`src/rtl/lsd_cfg.svh`:
```
// Register indices, field positions, reset values and timing counts.
// Assumes inclusion by bare name from every design file that needs them.
`ifndef LSD_CFG_SVH
`define LSD_CFG_SVH
// Word indices; the AXI byte address is four times the index.
`define LSD_IDX_DUTY_SUPPLY 16'hff60
`define LSD_IDX_OVERRIDE 16'hff61
`define LSD_IDX_DMEM_BASE 16'hf000
`define LSD_IDX_DMEM_LAST 16'hf01f
`define LSD_ADDR_W 18
`define LSD_BIT_SUPPLY 0
`define LSD_BIT_SPARE 1
`define LSD_BIT_DUTY_LO 2
`define LSD_BIT_DUTY_HI 3
`define LSD_BIT_STATIC 0
`define LSD_BIT_LIT 1
`define LSD_BIT_DARK 2
`define LSD_CTRL_RST 4'h0
`define LSD_RESP_OKAY 2'h0
`define LSD_RESP_SLVERR 2'h2
// Oscillator periods per common phase at 32.768 kHz.
`define LSD_PHASE_SHORT 10'h100
`define LSD_PHASE_LONG 10'h200
`endif

```
`src/rtl/lsd_pkg.sv`:
```
// Types shared by the segment LCD controller modules.
// Assumes nothing beyond a SystemVerilog compiler.
package lsd_pkg;
	typedef enum logic [1:0] {LSD_DUTY_4, LSD_DUTY_3, LSD_DUTY_2} lsd_duty_e;
	typedef enum logic [1:0] {LSD_VSS, LSD_VC1, LSD_VC2, LSD_VC3} lsd_lvl_e;
	typedef logic [895:0] lsd_map_t;

	// Default allocation: segment s, common c shows word s, bit c.
	function automatic lsd_map_t lsd_ident_map();
		lsd_map_t m;
		m = '0;
		for (int s = 0; s < 32; s++) begin
			for (int c = 0; c < 4; c++) begin
				m[(s*4+c)*7 +: 7] = 7'((s*4)+c);
			end
		end
		return m;
	endfunction
endpackage

```
`src/rtl/lsd_tim_if.sv`:
```
// Carries duty selection down and phase timing back up.
// Assumes one clock shared by both ends.
`timescale 1ns/10ps
interface lsd_tim_if;
	lsd_pkg::lsd_duty_e duty;
	logic [1:0] phase;
	logic pol;
	modport drv (input duty, output phase, output pol);
	modport sink (output duty, input phase, input pol);
endinterface

```
`src/rtl/lsd_frame_gen.sv`:
```
// Common phase and frame polarity generator.
// Assumes osc_i is an asynchronous low-speed oscillator pin.
`timescale 1ns/10ps
`include "lsd_cfg.svh"
module lsd_frame_gen (
	input wire logic ref_clk_i,
	input wire logic nrst_i,
	input wire logic osc_i,
	lsd_tim_if.drv tim
);
	logic osc_s1;
	logic osc_s2;
	logic osc_s3;
	logic osc_lvl;
	logic osc_tick;
	logic [9:0] cnt;
	logic [9:0] phase_len;
	logic [1:0] last_phase;

	always_ff @(posedge ref_clk_i) begin
		osc_s1 <= osc_i;
		osc_s2 <= osc_s1;
		osc_s3 <= osc_s2;
	end

	// A change counts only once the second and third stages agree.
	always_ff @(posedge ref_clk_i) begin
		if (!nrst_i) begin
			osc_lvl <= 1'b0;
		end else if (osc_s2 == osc_s3) begin
			osc_lvl <= osc_s3;
		end
	end

	assign osc_tick = (osc_s2 == osc_s3) && osc_s3 && !osc_lvl;

	always_comb begin
		case (tim.duty)
			lsd_pkg::LSD_DUTY_2: begin
				phase_len = `LSD_PHASE_LONG;
				last_phase = 2'h1;
			end
			lsd_pkg::LSD_DUTY_3: begin
				phase_len = `LSD_PHASE_SHORT;
				last_phase = 2'h2;
			end
			default: begin
				phase_len = `LSD_PHASE_SHORT;
				last_phase = 2'h3;
			end
		endcase
	end

	// Polarity flips every frame so the glass never sees a net DC bias.
	always_ff @(posedge ref_clk_i) begin
		if (!nrst_i) begin
			cnt <= 10'h0;
			tim.phase <= 2'h0;
			tim.pol <= 1'b0;
		end else if (tim.phase > last_phase) begin
			cnt <= 10'h0;
			tim.phase <= 2'h0;
		end else if (osc_tick) begin
			// A duty change can shorten the phase below the running count.
			if (cnt >= phase_len - 10'h1) begin
				cnt <= 10'h0;
				if (tim.phase == last_phase) begin
					tim.phase <= 2'h0;
					tim.pol <= !tim.pol;
				end else begin
					tim.phase <= tim.phase + 2'h1;
				end
			end else begin
				cnt <= cnt + 10'h1;
			end
		end
	end
endmodule

```
`src/rtl/lsd_lcd_ctrl.sv`:
```
// Segment LCD controller: AXI4-Lite registers, display memory, drive codes.
// Assumes an external analog switch stage turns level codes into voltages.
//
// Implementation choice: register access over AXI4-Lite.
`timescale 1ns/10ps
`include "lsd_cfg.svh"
// Overview of operation
// - Four common and thirty-two segment outputs drive up to 128 segments.
// - Dynamic drive at 1/4, 1/3 or 1/2 duty using four levels.
// - Build option selects half bias, merging first and second levels.
// - Supply enable off forces every common and segment output to ground.
// - DC segment outputs ignore the supply enable entirely.
// - Force-all-lit lights every waveform segment; force-all-dark shows them unlit.
// - With both overrides set, force-all-lit wins.
// - Overrides and supply enable reset to zero.
// - Duty code: high bit gives 1/2, 01 gives 1/3, 00 gives 1/4.
// - Frame rate 32 Hz at 1/4 and 1/2, 42.7 Hz at 1/3.
// - Static drive: any set bit of a segment gives static lit waveform.
// - Static drive: all four bits clear gives the dynamic unlit waveform.
// - Decoder maps any display memory bit to any segment and common.
// - Allocated segment is lit when its bit is 1, unlit when 0.
// - Display memory of 32 four-bit words, readable, writable, not reset.
// - Segment pairs are built as waveform or DC outputs.
// - A DC segment drives the bit allocated to its first common position.
// - First control word: duty high, duty low, spare, supply enable.
// - Second control word: dark, lit, static; bit three reads zero.
module lsd_lcd_ctrl #(
	parameter bit HALF_BIAS = 1'b0,
	parameter logic [15:0] DC_PAIRS = 16'h0000,
	parameter lsd_pkg::lsd_map_t SEG_MAP = lsd_pkg::lsd_ident_map()
) (
	input wire logic ref_clk_i,
	input wire logic nrst_i,
	input wire logic osc_i,
	input wire logic [`LSD_ADDR_W-1:0] s_axi_awaddr_i,
	input wire logic s_axi_awvalid_i,
	output logic s_axi_awready_o,
	input wire logic [31:0] s_axi_wdata_i,
	input wire logic [3:0] s_axi_wstrb_i,
	input wire logic s_axi_wvalid_i,
	output logic s_axi_wready_o,
	output logic [1:0] s_axi_bresp_o,
	output logic s_axi_bvalid_o,
	input wire logic s_axi_bready_i,
	input wire logic [`LSD_ADDR_W-1:0] s_axi_araddr_i,
	input wire logic s_axi_arvalid_i,
	output logic s_axi_arready_o,
	output logic [31:0] s_axi_rdata_o,
	output logic [1:0] s_axi_rresp_o,
	output logic s_axi_rvalid_o,
	input wire logic s_axi_rready_i,
	output logic [7:0] common_outputs_o,
	output logic [63:0] segment_outputs_o,
	output logic [31:0] seg_dc_level_o
);
	lsd_tim_if tim ();

	logic [3:0] duty_supply_ctrl;
	logic [3:0] override_ctrl;
	logic [3:0] dmem [32];

	logic aw_have;
	logic w_have;
	logic [15:0] aw_idx;
	logic [3:0] w_data;
	logic w_en;
	logic do_write;
	logic [15:0] ar_idx;
	logic [31:0] next_rdata;
	logic next_rresp_err;

	logic lcd_supply_on;
	logic duty_sel_hi;
	logic duty_sel_lo;
	logic static_drive_sel;
	logic force_all_lit;
	logic force_all_dark;

	logic [3:0] dec [32];
	logic [7:0] next_com;
	logic [63:0] next_seg;
	logic [31:0] next_dc;
	logic [31:0] next_on;

	lsd_frame_gen u_frame_gen (
		.ref_clk_i(ref_clk_i),
		.nrst_i(nrst_i),
		.osc_i(osc_i),
		.tim(tim)
	);

	assign lcd_supply_on = duty_supply_ctrl[`LSD_BIT_SUPPLY];
	assign duty_sel_hi = duty_supply_ctrl[`LSD_BIT_DUTY_HI];
	assign duty_sel_lo = duty_supply_ctrl[`LSD_BIT_DUTY_LO];
	assign static_drive_sel = override_ctrl[`LSD_BIT_STATIC];
	assign force_all_lit = override_ctrl[`LSD_BIT_LIT];
	assign force_all_dark = override_ctrl[`LSD_BIT_DARK];

	// The duty high bit alone picks half duty; the low bit is then ignored.
	always_comb begin
		if (duty_sel_hi) begin
			tim.duty = lsd_pkg::LSD_DUTY_2;
		end else if (duty_sel_lo) begin
			tim.duty = lsd_pkg::LSD_DUTY_3;
		end else begin
			tim.duty = lsd_pkg::LSD_DUTY_4;
		end
	end

	// Write address and data may arrive in either order; each is held
	// until both are present, then one response is issued.
	assign do_write = aw_have && w_have && !s_axi_bvalid_o;

	// Awready stays low from acceptance until the response is taken, so
	// only one write is ever in flight.
	always_ff @(posedge ref_clk_i) begin
		if (!nrst_i) begin
			s_axi_awready_o <= 1'b1;
			aw_have <= 1'b0;
			aw_idx <= 16'h0;
		end else if (s_axi_awvalid_i && s_axi_awready_o) begin
			s_axi_awready_o <= 1'b0;
			aw_have <= 1'b1;
			aw_idx <= s_axi_awaddr_i[`LSD_ADDR_W-1:2];
		end else if (do_write) begin
			aw_have <= 1'b0;
		end else if (s_axi_bvalid_o && s_axi_bready_i) begin
			s_axi_awready_o <= 1'b1;
		end
	end

	// Only the low nibble and its byte lane reach the register file.
	always_ff @(posedge ref_clk_i) begin
		if (!nrst_i) begin
			s_axi_wready_o <= 1'b1;
			w_have <= 1'b0;
			w_data <= 4'h0;
			w_en <= 1'b0;
		end else if (s_axi_wvalid_i && s_axi_wready_o) begin
			s_axi_wready_o <= 1'b0;
			w_have <= 1'b1;
			w_data <= s_axi_wdata_i[3:0];
			w_en <= s_axi_wstrb_i[0];
		end else if (do_write) begin
			w_have <= 1'b0;
		end else if (s_axi_bvalid_o && s_axi_bready_i) begin
			s_axi_wready_o <= 1'b1;
		end
	end

	always_ff @(posedge ref_clk_i) begin
		if (!nrst_i) begin
			s_axi_bvalid_o <= 1'b0;
			s_axi_bresp_o <= `LSD_RESP_OKAY;
		end else if (do_write) begin
			s_axi_bvalid_o <= 1'b1;
			if (aw_idx == `LSD_IDX_DUTY_SUPPLY ||
				aw_idx == `LSD_IDX_OVERRIDE ||
				(aw_idx >= `LSD_IDX_DMEM_BASE &&
				aw_idx <= `LSD_IDX_DMEM_LAST)) begin
				s_axi_bresp_o <= `LSD_RESP_OKAY;
			end else begin
				s_axi_bresp_o <= `LSD_RESP_SLVERR;
			end
		end else if (s_axi_bvalid_o && s_axi_bready_i) begin
			s_axi_bvalid_o <= 1'b0;
		end
	end

	always_ff @(posedge ref_clk_i) begin
		if (!nrst_i) begin
			duty_supply_ctrl <= `LSD_CTRL_RST;
		end else if (do_write && w_en &&
			aw_idx == `LSD_IDX_DUTY_SUPPLY) begin
			duty_supply_ctrl <= w_data;
		end
	end

	always_ff @(posedge ref_clk_i) begin
		if (!nrst_i) begin
			override_ctrl <= `LSD_CTRL_RST;
		end else if (do_write && w_en &&
			aw_idx == `LSD_IDX_OVERRIDE) begin
			override_ctrl <= {1'b0, w_data[2:0]};
		end
	end

	// Display memory has no reset; software must clear it first.
	always_ff @(posedge ref_clk_i) begin
		if (do_write && w_en && aw_idx >= `LSD_IDX_DMEM_BASE &&
			aw_idx <= `LSD_IDX_DMEM_LAST) begin
			dmem[aw_idx[4:0]] <= w_data;
		end
	end

	assign ar_idx = s_axi_araddr_i[`LSD_ADDR_W-1:2];

	// Unmapped reads answer zero with an error response.
	always_comb begin
		next_rdata = 32'h0;
		next_rresp_err = 1'b0;
		if (ar_idx == `LSD_IDX_DUTY_SUPPLY) begin
			next_rdata[3:0] = duty_supply_ctrl;
		end else if (ar_idx == `LSD_IDX_OVERRIDE) begin
			next_rdata[3:0] = override_ctrl;
		end else if (ar_idx >= `LSD_IDX_DMEM_BASE &&
			ar_idx <= `LSD_IDX_DMEM_LAST) begin
			next_rdata[3:0] = dmem[ar_idx[4:0]];
		end else begin
			next_rresp_err = 1'b1;
		end
	end

	// Read handshake state; data and response are loaded alongside.
	always_ff @(posedge ref_clk_i) begin
		if (!nrst_i) begin
			s_axi_arready_o <= 1'b1;
			s_axi_rvalid_o <= 1'b0;
		end else if (s_axi_arvalid_i && s_axi_arready_o) begin
			s_axi_arready_o <= 1'b0;
			s_axi_rvalid_o <= 1'b1;
		end else if (s_axi_rvalid_o && s_axi_rready_i) begin
			s_axi_arready_o <= 1'b1;
			s_axi_rvalid_o <= 1'b0;
		end
	end

	// Data and response load only on acceptance, so they stand unchanged
	// for as long as the master stalls rready.
	always_ff @(posedge ref_clk_i) begin
		if (!nrst_i) begin
			s_axi_rdata_o <= 32'h0;
			s_axi_rresp_o <= `LSD_RESP_OKAY;
		end else if (s_axi_arvalid_i && s_axi_arready_o) begin
			s_axi_rdata_o <= next_rdata;
			if (next_rresp_err) begin
				s_axi_rresp_o <= `LSD_RESP_SLVERR;
			end else begin
				s_axi_rresp_o <= `LSD_RESP_OKAY;
			end
		end
	end

	// Each segment/common slot picks one memory bit through the table.
	for (genvar s = 0; s < 32; s++) begin : g_seg
		for (genvar c = 0; c < 4; c++) begin : g_com
			localparam int P = (s*4+c)*7;
			assign dec[s][c] =
				dmem[SEG_MAP[P+2 +: 5]][SEG_MAP[P +: 2]];
		end
	end

	// Half bias ties the first two generated levels together.
	function automatic logic [1:0] lvl(input lsd_pkg::lsd_lvl_e l);
		if (HALF_BIAS && l == lsd_pkg::LSD_VC2) begin
			return 2'(lsd_pkg::LSD_VC1);
		end
		return 2'(l);
	endfunction

	// Per-segment lit decision, before any supply or DC handling.
	always_comb begin
		next_on = 32'h0;
		for (int s = 0; s < 32; s++) begin
			if (static_drive_sel) begin
				next_on[s] = |dec[s];
			end else begin
				next_on[s] = dec[s][tim.phase];
			end
			if (force_all_lit) begin
				next_on[s] = 1'b1;
			end else if (force_all_dark) begin
				next_on[s] = 1'b0;
			end
		end
	end

	// Static drive holds every common in its selected waveform.
	always_comb begin
		logic sel;
		sel = 1'b0;
		next_com = 8'h0;
		for (int c = 0; c < 4; c++) begin
			sel = static_drive_sel || (2'(c) == tim.phase);
			if (!lcd_supply_on) begin
				next_com[c*2 +: 2] = lvl(lsd_pkg::LSD_VSS);
			end else if (sel) begin
				next_com[c*2 +: 2] = tim.pol ?
					lvl(lsd_pkg::LSD_VSS) : lvl(lsd_pkg::LSD_VC3);
			end else begin
				next_com[c*2 +: 2] = tim.pol ?
					lvl(lsd_pkg::LSD_VC2) : lvl(lsd_pkg::LSD_VC1);
			end
		end
	end

	// DC pairs bypass the supply gate and the overrides alike.
	always_comb begin
		next_seg = 64'h0;
		next_dc = 32'h0;
		for (int s = 0; s < 32; s++) begin
			if (DC_PAIRS[s/2]) begin
				next_seg[s*2 +: 2] = lvl(lsd_pkg::LSD_VSS);
				next_dc[s] = dec[s][0];
			end else if (!lcd_supply_on) begin
				next_seg[s*2 +: 2] = lvl(lsd_pkg::LSD_VSS);
			end else if (next_on[s]) begin
				next_seg[s*2 +: 2] = tim.pol ?
					lvl(lsd_pkg::LSD_VC3) : lvl(lsd_pkg::LSD_VSS);
			end else begin
				next_seg[s*2 +: 2] = tim.pol ?
					lvl(lsd_pkg::LSD_VC1) : lvl(lsd_pkg::LSD_VC2);
			end
		end
	end

	// Registered so the analog switches never see decode glitches.
	always_ff @(posedge ref_clk_i) begin
		if (!nrst_i) begin
			common_outputs_o <= 8'h0;
		end else begin
			common_outputs_o <= next_com;
		end
	end

	always_ff @(posedge ref_clk_i) begin
		if (!nrst_i) begin
			segment_outputs_o <= 64'h0;
		end else begin
			segment_outputs_o <= next_seg;
		end
	end

	// A DC pin's level follows a memory write one cycle later.
	always_ff @(posedge ref_clk_i) begin
		if (!nrst_i) begin
			seg_dc_level_o <= 32'h0;
		end else begin
			seg_dc_level_o <= next_dc;
		end
	end
endmodule

```
`config.mk`:
```
export PLATFORM = sky130hd
export DESIGN_NAME = lsd_lcd_ctrl
export DESIGN_NICKNAME = d
export VERILOG_FILES = /design/src/rtl/lsd_pkg.sv /design/src/rtl/lsd_tim_if.sv /design/src/rtl/lsd_frame_gen.sv /design/src/rtl/lsd_lcd_ctrl.sv
export VERILOG_INCLUDE_DIRS = /design/src /design/src/rtl
export SDC_FILE = /design/constraint.sdc
export NUM_CORES = 1
export LEC_CHECK = 0
export BUFFER_PORTS_ARGS = -buffer_cell sky130_fd_sc_hd__buf_2
export CAP_MARGIN = 5
export CELL_PAD_IN_SITES_DETAIL_PLACEMENT = 1
export CELL_PAD_IN_SITES_GLOBAL_PLACEMENT = 1
export CORE_MARGIN = 2
export CORE_UTILIZATION = 44
export DETAILED_ROUTE_END_ITERATION = 7
export GPL_ROUTABILITY_DRIVEN = 0
export GPL_TIMING_DRIVEN = 0
export PLACE_DENSITY_LB_ADDON = 0.1
export SLEW_MARGIN = 15
export SYNTH_ARGS = -nofsm -noshare
export SYNTH_HDL_FRONTEND = slang
export SYNTH_SLANG_ARGS = --single-unit
```
`constraint.sdc`:
```
create_clock -name ref_clk_i -period 2.4 [get_ports ref_clk_i]
set_input_delay 0.36 -clock ref_clk_i [delete_from_list [all_inputs] [get_ports ref_clk_i]]
set_output_delay 0.36 -clock ref_clk_i [all_outputs]
set_load 0.01 [all_outputs]
```
==> results of run 1 <==
-- layout make-up --
type | count | area (µm²)
fill | 2749 | 11600
sequential | 227 | 5830
multi-input combinational | 648 | 4830
buffer | 151 | 995
clock buffer | 36 | 708
timing repair buffer | 130 | 693
tap | 330 | 413
inverter | 16 | 60.1
clock inverter | 10 | 48.8
antenna | 1 | 2.50
-- worst max path at each step --
stage	to	start	slack, ns
5_1_grt	segment_outputs_o[27]	u_frame_gen.tim.phase[0]	-0.02
3_3_place_gp	segment_outputs_o[9]	u_frame_gen.tim.phase[1]	-0.51
3_5_place_dp	segment_outputs_o[9]	u_frame_gen.tim.phase[1]	-0.56
6_report	dmem[14][1]	s_axi_bvalid_o	0.09
4_1_cts	dmem[23][1]	s_axi_bvalid_o	-0.07
2_1_floorplan	u_frame_gen.cnt[2]	u_frame_gen.tim.phase[0]	0.26
-- cell usage after synthesis, types with 4 or more instances --
| cell type | n | area share |
|---|---|---|
| edfxtp_1 | 128 | 0.34 |
| dfxtp_1 | 99 | 0.18 |
| buf_4 | 98 | 0.065 |
| nor2_1 | 98 | 0.033 |
| a21oi_1 | 87 | 0.039 |
| nand2_1 | 70 | 0.023 |
| mux4_2 | 63 | 0.13 |
| o21ai_0 | 38 | 0.017 |
| or4_1 | 36 | 0.024 |
| clkbuf_1 | 34 | 0.011 |
| or3_1 | 33 | 0.018 |
| mux2i_1 | 22 | 0.019 |
| ha_1 | 17 | 0.019 |
| a21boi_0 | 16 | 0.011 |
| inv_1 | 15 | 0.0050 |
| nor2b_1 | 12 | 0.0066 |
| nand3_1 | 11 | 0.0049 |
| buf_2 | 9 | 0.0040 |
| nor3_1 | 9 | 0.0040 |
| or2_2 | 8 | 0.0044 |
| buf_1 | 7 | 0.0023 |
| xor2_1 | 7 | 0.0054 |
| nand2b_1 | 6 | 0.0033 |
| nor4_1 | 6 | 0.0033 |
| o21ai_1 | 6 | 0.0027 |
| nand4_1 | 5 | 0.0028 |
| buf_6 | 4 | 0.0040 |
| nand3b_1 | 4 | 0.0027 |
-- per-layer routing --
layer	wire length [µm]	GRT usage	up-vias
met4	569	0.0570	0
li1	-	-	3903
met3	2700	0.0465	51
met5	0	0	-
met1	13400	0.314	4102
met2	15100	0.395	311
-- cells by family after synthesis --
family	after synthesis
simple gates	314
flops	227
buf+inv	168
compound gates	161
mux	86
fa+ha+maj	17
xor+xnor	8
other cells	1
-- sequential cells by signal, summed over array words and instances, names as in the netlist, 2 cells and up --
register,cells
dmem,128
segment_outputs_o,33
aw_idx,16
u_frame_gen.cnt,10
common_outputs_o,8
duty_supply_ctrl,4
s_axi_rdata_o,4
w_data,4
override_ctrl,3
u_frame_gen.tim.phase,2
-- power breakdown --
group	switching, µW	internal (µW)
Sequential	59.0	4150
Clock	1520	2040
Combinational	303	224
-- metrics by stage --
step / worst slack (ns) / power (µW) / std cells
floorplan: 0.261 / 4610 / 1043
global placement: -0.513 / 4780 / 1497
detailed placement: -0.557 / 4800 / 1499
CTS: -0.0743 / 8330 / 1545
global route: -0.0239 / 8550 / 1548
finish: 0.0908 / 8290 / 1549
-- critical path: cells and delay by family, from the launching register on --
kind          cells  cell delay, ns
simple gates      5            1.59
flops             1            0.37
-- what timing repair did --
action | CTS | global route
pin swaps | 0 | 1
hold buffers | 1 | 0
hold endpoints to repair | 1 | 0
gates resized for setup | 23 | 37
buffers inserted | 0 | 3
setup endpoints to repair | 162 | 156
==> results.py, run 1 <==
metrics = {
    "global_route": {
        "grt_pass1_vias": 8363,
        "grt_max_degree": 36,
        "grt_usage": 0.235,
        "grt_pass1_wl_mm": 48.2,
        "antenna_found_initial": 1,
        "grt_overflow": 0,
    },
    "logic_synthesis": {
        "synth_flop_cell": "edfxtp_1",
        "avgSynthCellArea_um2": 11.5,
        "synthAdderAreaFrac": 0.0188,
        "synth-edff-count": 128,
        "synthMuxAreaShare": 0.146,
        "synth_compound_area_frac": 0.0793,
        "ys_seq_elements": 227,
        "synth-xor-area-share": 0.00620,
        "synth-simple-area-share": 0.142,
        "ys_warn_count": 0,
        "synth_cells": 982,
        "ys_seq_area_frac": 0.515,
        "synth_cell_types": 52,
        "async_flop_share": 0,
        "synth_top_family_by_area": "multiplexers",
        "syn-cell-area_um2": 11300,
    },
    "finish": {
        "final_util": 0.539,
        "area_growth_pct": 20.1,
        "drive_above_1_share": 0.330,
        "mostFrequentLayoutCells": "buf_2, edfxtp_1, buf_4",
        "nets": 1296,
        "design_area_um2": 13600,
        "final_common_cell": "buf_2",
    },
    "pwr": {
        "p_leak_uw": 0.00554,
        "ir_drop_mv": 0.545,
        "power.density_nw_per_um2": 611,
    },
    "die": {
        "start_util": 0.449,
        "dieWidth_um": 164,
        "pin_count": 225,
        "core_um2": 25200,
        "rows": 58,
        "die-height_um": 164,
        "dieArea_um2": 27000,
    },
    "clock_tree": {
        "ctsHtreeMaxLevel": 1,
        "clock_sinks": 227,
        "max-clock-path-buffers": 3,
        "root_buffer": "clkbuf_16",
        "cts_tree": "built",
        "path_clk_slew_ns": 0.06,
        "clkLatencyLatePin_ns": 0.53,
        "cts_buffers": 25,
    },
    "min_path": {
        "hold_start": "s_axi_awaddr_i[13]",
        "min_to": "aw_idx[11]",
        "hold_path_depth": 3,
        "hold_class": "input pin to register",
    },
    "worst_setup_path": {
        "worst_setup_path_end_kind": "register",
        "crit_path_max_incr_delay_ns": 0.49,
        "r2r-start": "s_axi_bvalid_o",
        "crit_slowest_cell": "or4_4",
        "crit_chain": "nand3b_1 > or4_4 > nor3_4 > nand2_1 > nor2_1",
        "rr_worst_depth": 5,
        "crit_fanout": 7,
        "reg2reg_to": "dmem[14][1]",
        "reg2reg_slack_ns": 0.09,
        "critPathArrivalTime_ns": 2.50,
        "cp.required_ns": 2.59,
        "path_class": "register to register",
        "critPathLaunchType": "register",
    },
    "sta": {
        "slew_headroom": 0.420,
        "max_freq_mhz": 433,
        "finalSetupViolations": 0,
        "slew_violations": 0,
        "hold_slack_ns": 0.0613,
        "worstMarginPinSlew_ns": 0.848,
        "fin_skew_ns": 0.0151,
        "period_minus_slack_ns": 2.31,
        "finalSetupTns_ns": 0,
        "final.period_utilization": 0.962,
        "hold_viol_final": 0,
    },
    "job": {
        "cap_violations": 0,
    },
    "placed_design": {
        "place_area_um2": 12600,
        "hpwl_mm": 23.9,
        "port_buffers": 124,
    },
    "drt": {
        "wl_per_cell_um": 20.5,
        "firstDrtPassIters": 5,
        "vias": 8367,
        "post-route-drc-count": 0,
        "routed_via_density": 5.40,
        "antenna_left": 0,
        "detailedRoute.firstIterationViolations": 600,
        "routed_wl_mm": 31.8,
    },
    "outcome": {
        "status": "complete, no violations",
    },
}
Power figures use the tool's default switching activity.
==> run 2: changes to the inputs <==
--- a/config.mk
+++ b/config.mk
@@ -6,13 +6,13 @@
 export SDC_FILE = /design/constraint.sdc
 export NUM_CORES = 1
 export LEC_CHECK = 0
-export BUFFER_PORTS_ARGS = -buffer_cell sky130_fd_sc_hd__buf_2
 export CAP_MARGIN = 5
 export CELL_PAD_IN_SITES_DETAIL_PLACEMENT = 1
 export CELL_PAD_IN_SITES_GLOBAL_PLACEMENT = 1
 export CORE_MARGIN = 2
-export CORE_UTILIZATION = 44
+export CORE_UTILIZATION = 50
 export DETAILED_ROUTE_END_ITERATION = 7
+export DONT_BUFFER_PORTS = 1
 export GPL_ROUTABILITY_DRIVEN = 0
 export GPL_TIMING_DRIVEN = 0
 export PLACE_DENSITY_LB_ADDON = 0.1
==> run 2 against run 1 <==
- clock skew decreased by 0.0062 ns
- critical path type unchanged
- sequential share of layout area is 0.91 points higher
- first-iteration DRC count down 2.3%
- worst hold slack got worse by 0.049 ns
- via count down 2.0%
==> results.py, run 2 (synthesized netlist as in run 1, its figures left out) <==
metrics = {
    "die": {
        "rows": 55,
        "die-height_um": 154,
        "core_um2": 22400,
        "pin_count": 225,
        "dieArea_um2": 23800,
        "start_util": 0.504,
        "dieWidth_um": 154,
    },
    "sta": {
        "hold_viol_final": 0,
        "finalSetupViolations": 0,
        "period_minus_slack_ns": 2.34,
        "worstMarginPinSlew_ns": 1.18,
        "fin_skew_ns": 0.00888,
        "max_freq_mhz": 427,
        "final.period_utilization": 0.976,
        "slew_headroom": 0.216,
        "finalSetupTns_ns": 0,
        "slew_violations": 0,
    },
    "worst_setup_path": {
        "rr_worst_depth": 7,
        "worst_setup_path_end_kind": "register",
        "r2r-start": "u_frame_gen.tim.phase[1]",
        "crit_fanout": 10,
        "critPathArrivalTime_ns": 2.79,
        "cp.required_ns": 2.84,
        "reg2reg_slack_ns": 0.06,
        "reg2reg_to": "segment_outputs_o[39]",
        "path_class": "register to register",
        "critPathLaunchType": "register",
    },
    "clock_tree": {
        "ctsHtreeMaxLevel": 1,
        "root_buffer": "clkbuf_16",
        "clkLatencyLatePin_ns": 0.53,
        "max-clock-path-buffers": 3,
        "clock_sinks": 227,
        "cts_tree": "built",
        "path_clk_slew_ns": 0.06,
        "cts_buffers": 24,
    },
    "finish": {
        "area_growth_pct": 17.6,
        "nets": 1193,
        "drive_above_1_share": 0.262,
        "multiInputGateArea_um2": 4930,
        "final_common_cell": "edfxtp_1",
        "final_util": 0.593,
        "regArea_um2": 5830,
        "fillers": 2373,
        "mostFrequentLayoutCells": "edfxtp_1, buf_4, dfxtp_1",
        "largest_register_ffs": 128,
    },
    "drt": {
        "vias": 8202,
        "antenna_left": 0,
        "wl_per_cell_um": 23.2,
        "firstDrtPassIters": 5,
        "post-route-drc-count": 0,
        "routed_via_density": 5.86,
        "detailedRoute.firstIterationViolations": 586,
        "routed_wl_mm": 32.5,
    },
    "pwr": {
        "ir_drop_mv": 0.968,
        "p_leak_uw": 0.00507,
        "power.density_nw_per_um2": 654,
    },
    "min_path": {
        "hold_path_depth": 2,
        "min_to": "s_axi_bvalid_o",
        "hold_start": "s_axi_bready_i",
        "hold_class": "input pin to register",
    },
    "global_route": {
        "grt_usage": 0.267,
        "grt_max_degree": 36,
        "grt_pass1_vias": 8168,
        "grt_overflow": 0,
        "antenna_found_initial": 1,
        "grt_pass1_wl_mm": 48.5,
    },
    "placed_design": {
        "hpwl_mm": 23.3,
        "port_buffers": 0,
    },
    "job": {
        "cap_violations": 0,
    },
    "outcome": {
        "status": "complete, no violations",
    },
}
## run 2: final cells by class
cell class | instances | area share
Sequential cell | 227 | 0.438
Multi-Input combinational cell | 648 | 0.370
Buffer | 151 | 0.0747
Clock buffer | 29 | 0.0482
Tap cell | 285 | 0.0268
Timing Repair Buffer | 28 | 0.0216
Clock inverter | 15 | 0.0151
Inverter | 16 | 0.00451
Antenna cell | 1 | 0.000188
## run 2: timing repair
item / in CTS / in global routing
gates resized for setup: 24 / 60
setup buffers: 0 / 5
setup endpoints to repair: 165 / 163
pin swaps: 0 / 2
hold buffers: 21 / 0
hold endpoints to repair: 21 / 0
## run 2: power by group
group	leakage, µW	switching, µW	internal [µW]	total [µW]
combinational	0.00258	294	217	511
sequential	0.00208	68.6	4150	4220
clock	0.000410	1540	2440	3980
total	0.00507	1900	6800	8710
## run 2: how the worst max path moves through the flow
| stage | slack [ns] | end | startpoint | cells after the start |
|---|---|---|---|---|
| after floorplan | 0.26 | u_frame_gen.cnt[2] | u_frame_gen.tim.phase[0] | 9 |
| after global placement | -0.58 | segment_outputs_o[9] | u_frame_gen.tim.phase[1] | 7 |
| after detailed placement | -0.65 | segment_outputs_o[9] | u_frame_gen.tim.phase[1] | 7 |
| after CTS | -0.06 | dmem[28][3] | s_axi_bvalid_o | 5 |
| after global routing | -0.04 | dmem[20][3] | s_axi_bvalid_o | 6 |
| final | 0.06 | segment_outputs_o[39] | u_frame_gen.tim.phase[1] | 7 |
## run 2: through the flow
step	total power (µW)	setup WS, ns	cell area, µm²	hold WS, ns	cells
finish	8710	0.0573	13300	0.0120	1400
global route	8950	-0.0367	13300	0.0153	1399
detailed placement	4750	-0.649	11900	0.316	1330
CTS	8720	-0.0640	13100	0.000381	1395
global placement	4730	-0.576	11900	0.312	1328
floorplan	4610	0.261	11500	0.310	1043
## run 2: layer usage
metal	global-route usage	wire length [µm]	vias up
li1	-	-	3703
met1	0.350	13000	4035
met2	0.443	15600	407
met3	0.0653	3070	55
met5	0	12	-
met4	0.0855	803	2
## run 2: worst max-delay path, stage by stage, from the launching register on
cell,delay (ns)
dfxtp_1,0.41
clkbuf_4,0.28
buf_2,0.31
mux4_2,0.34
a21oi_1,0.31
nor2_1,0.11
or3_1,0.32
a21oi_1,0.19
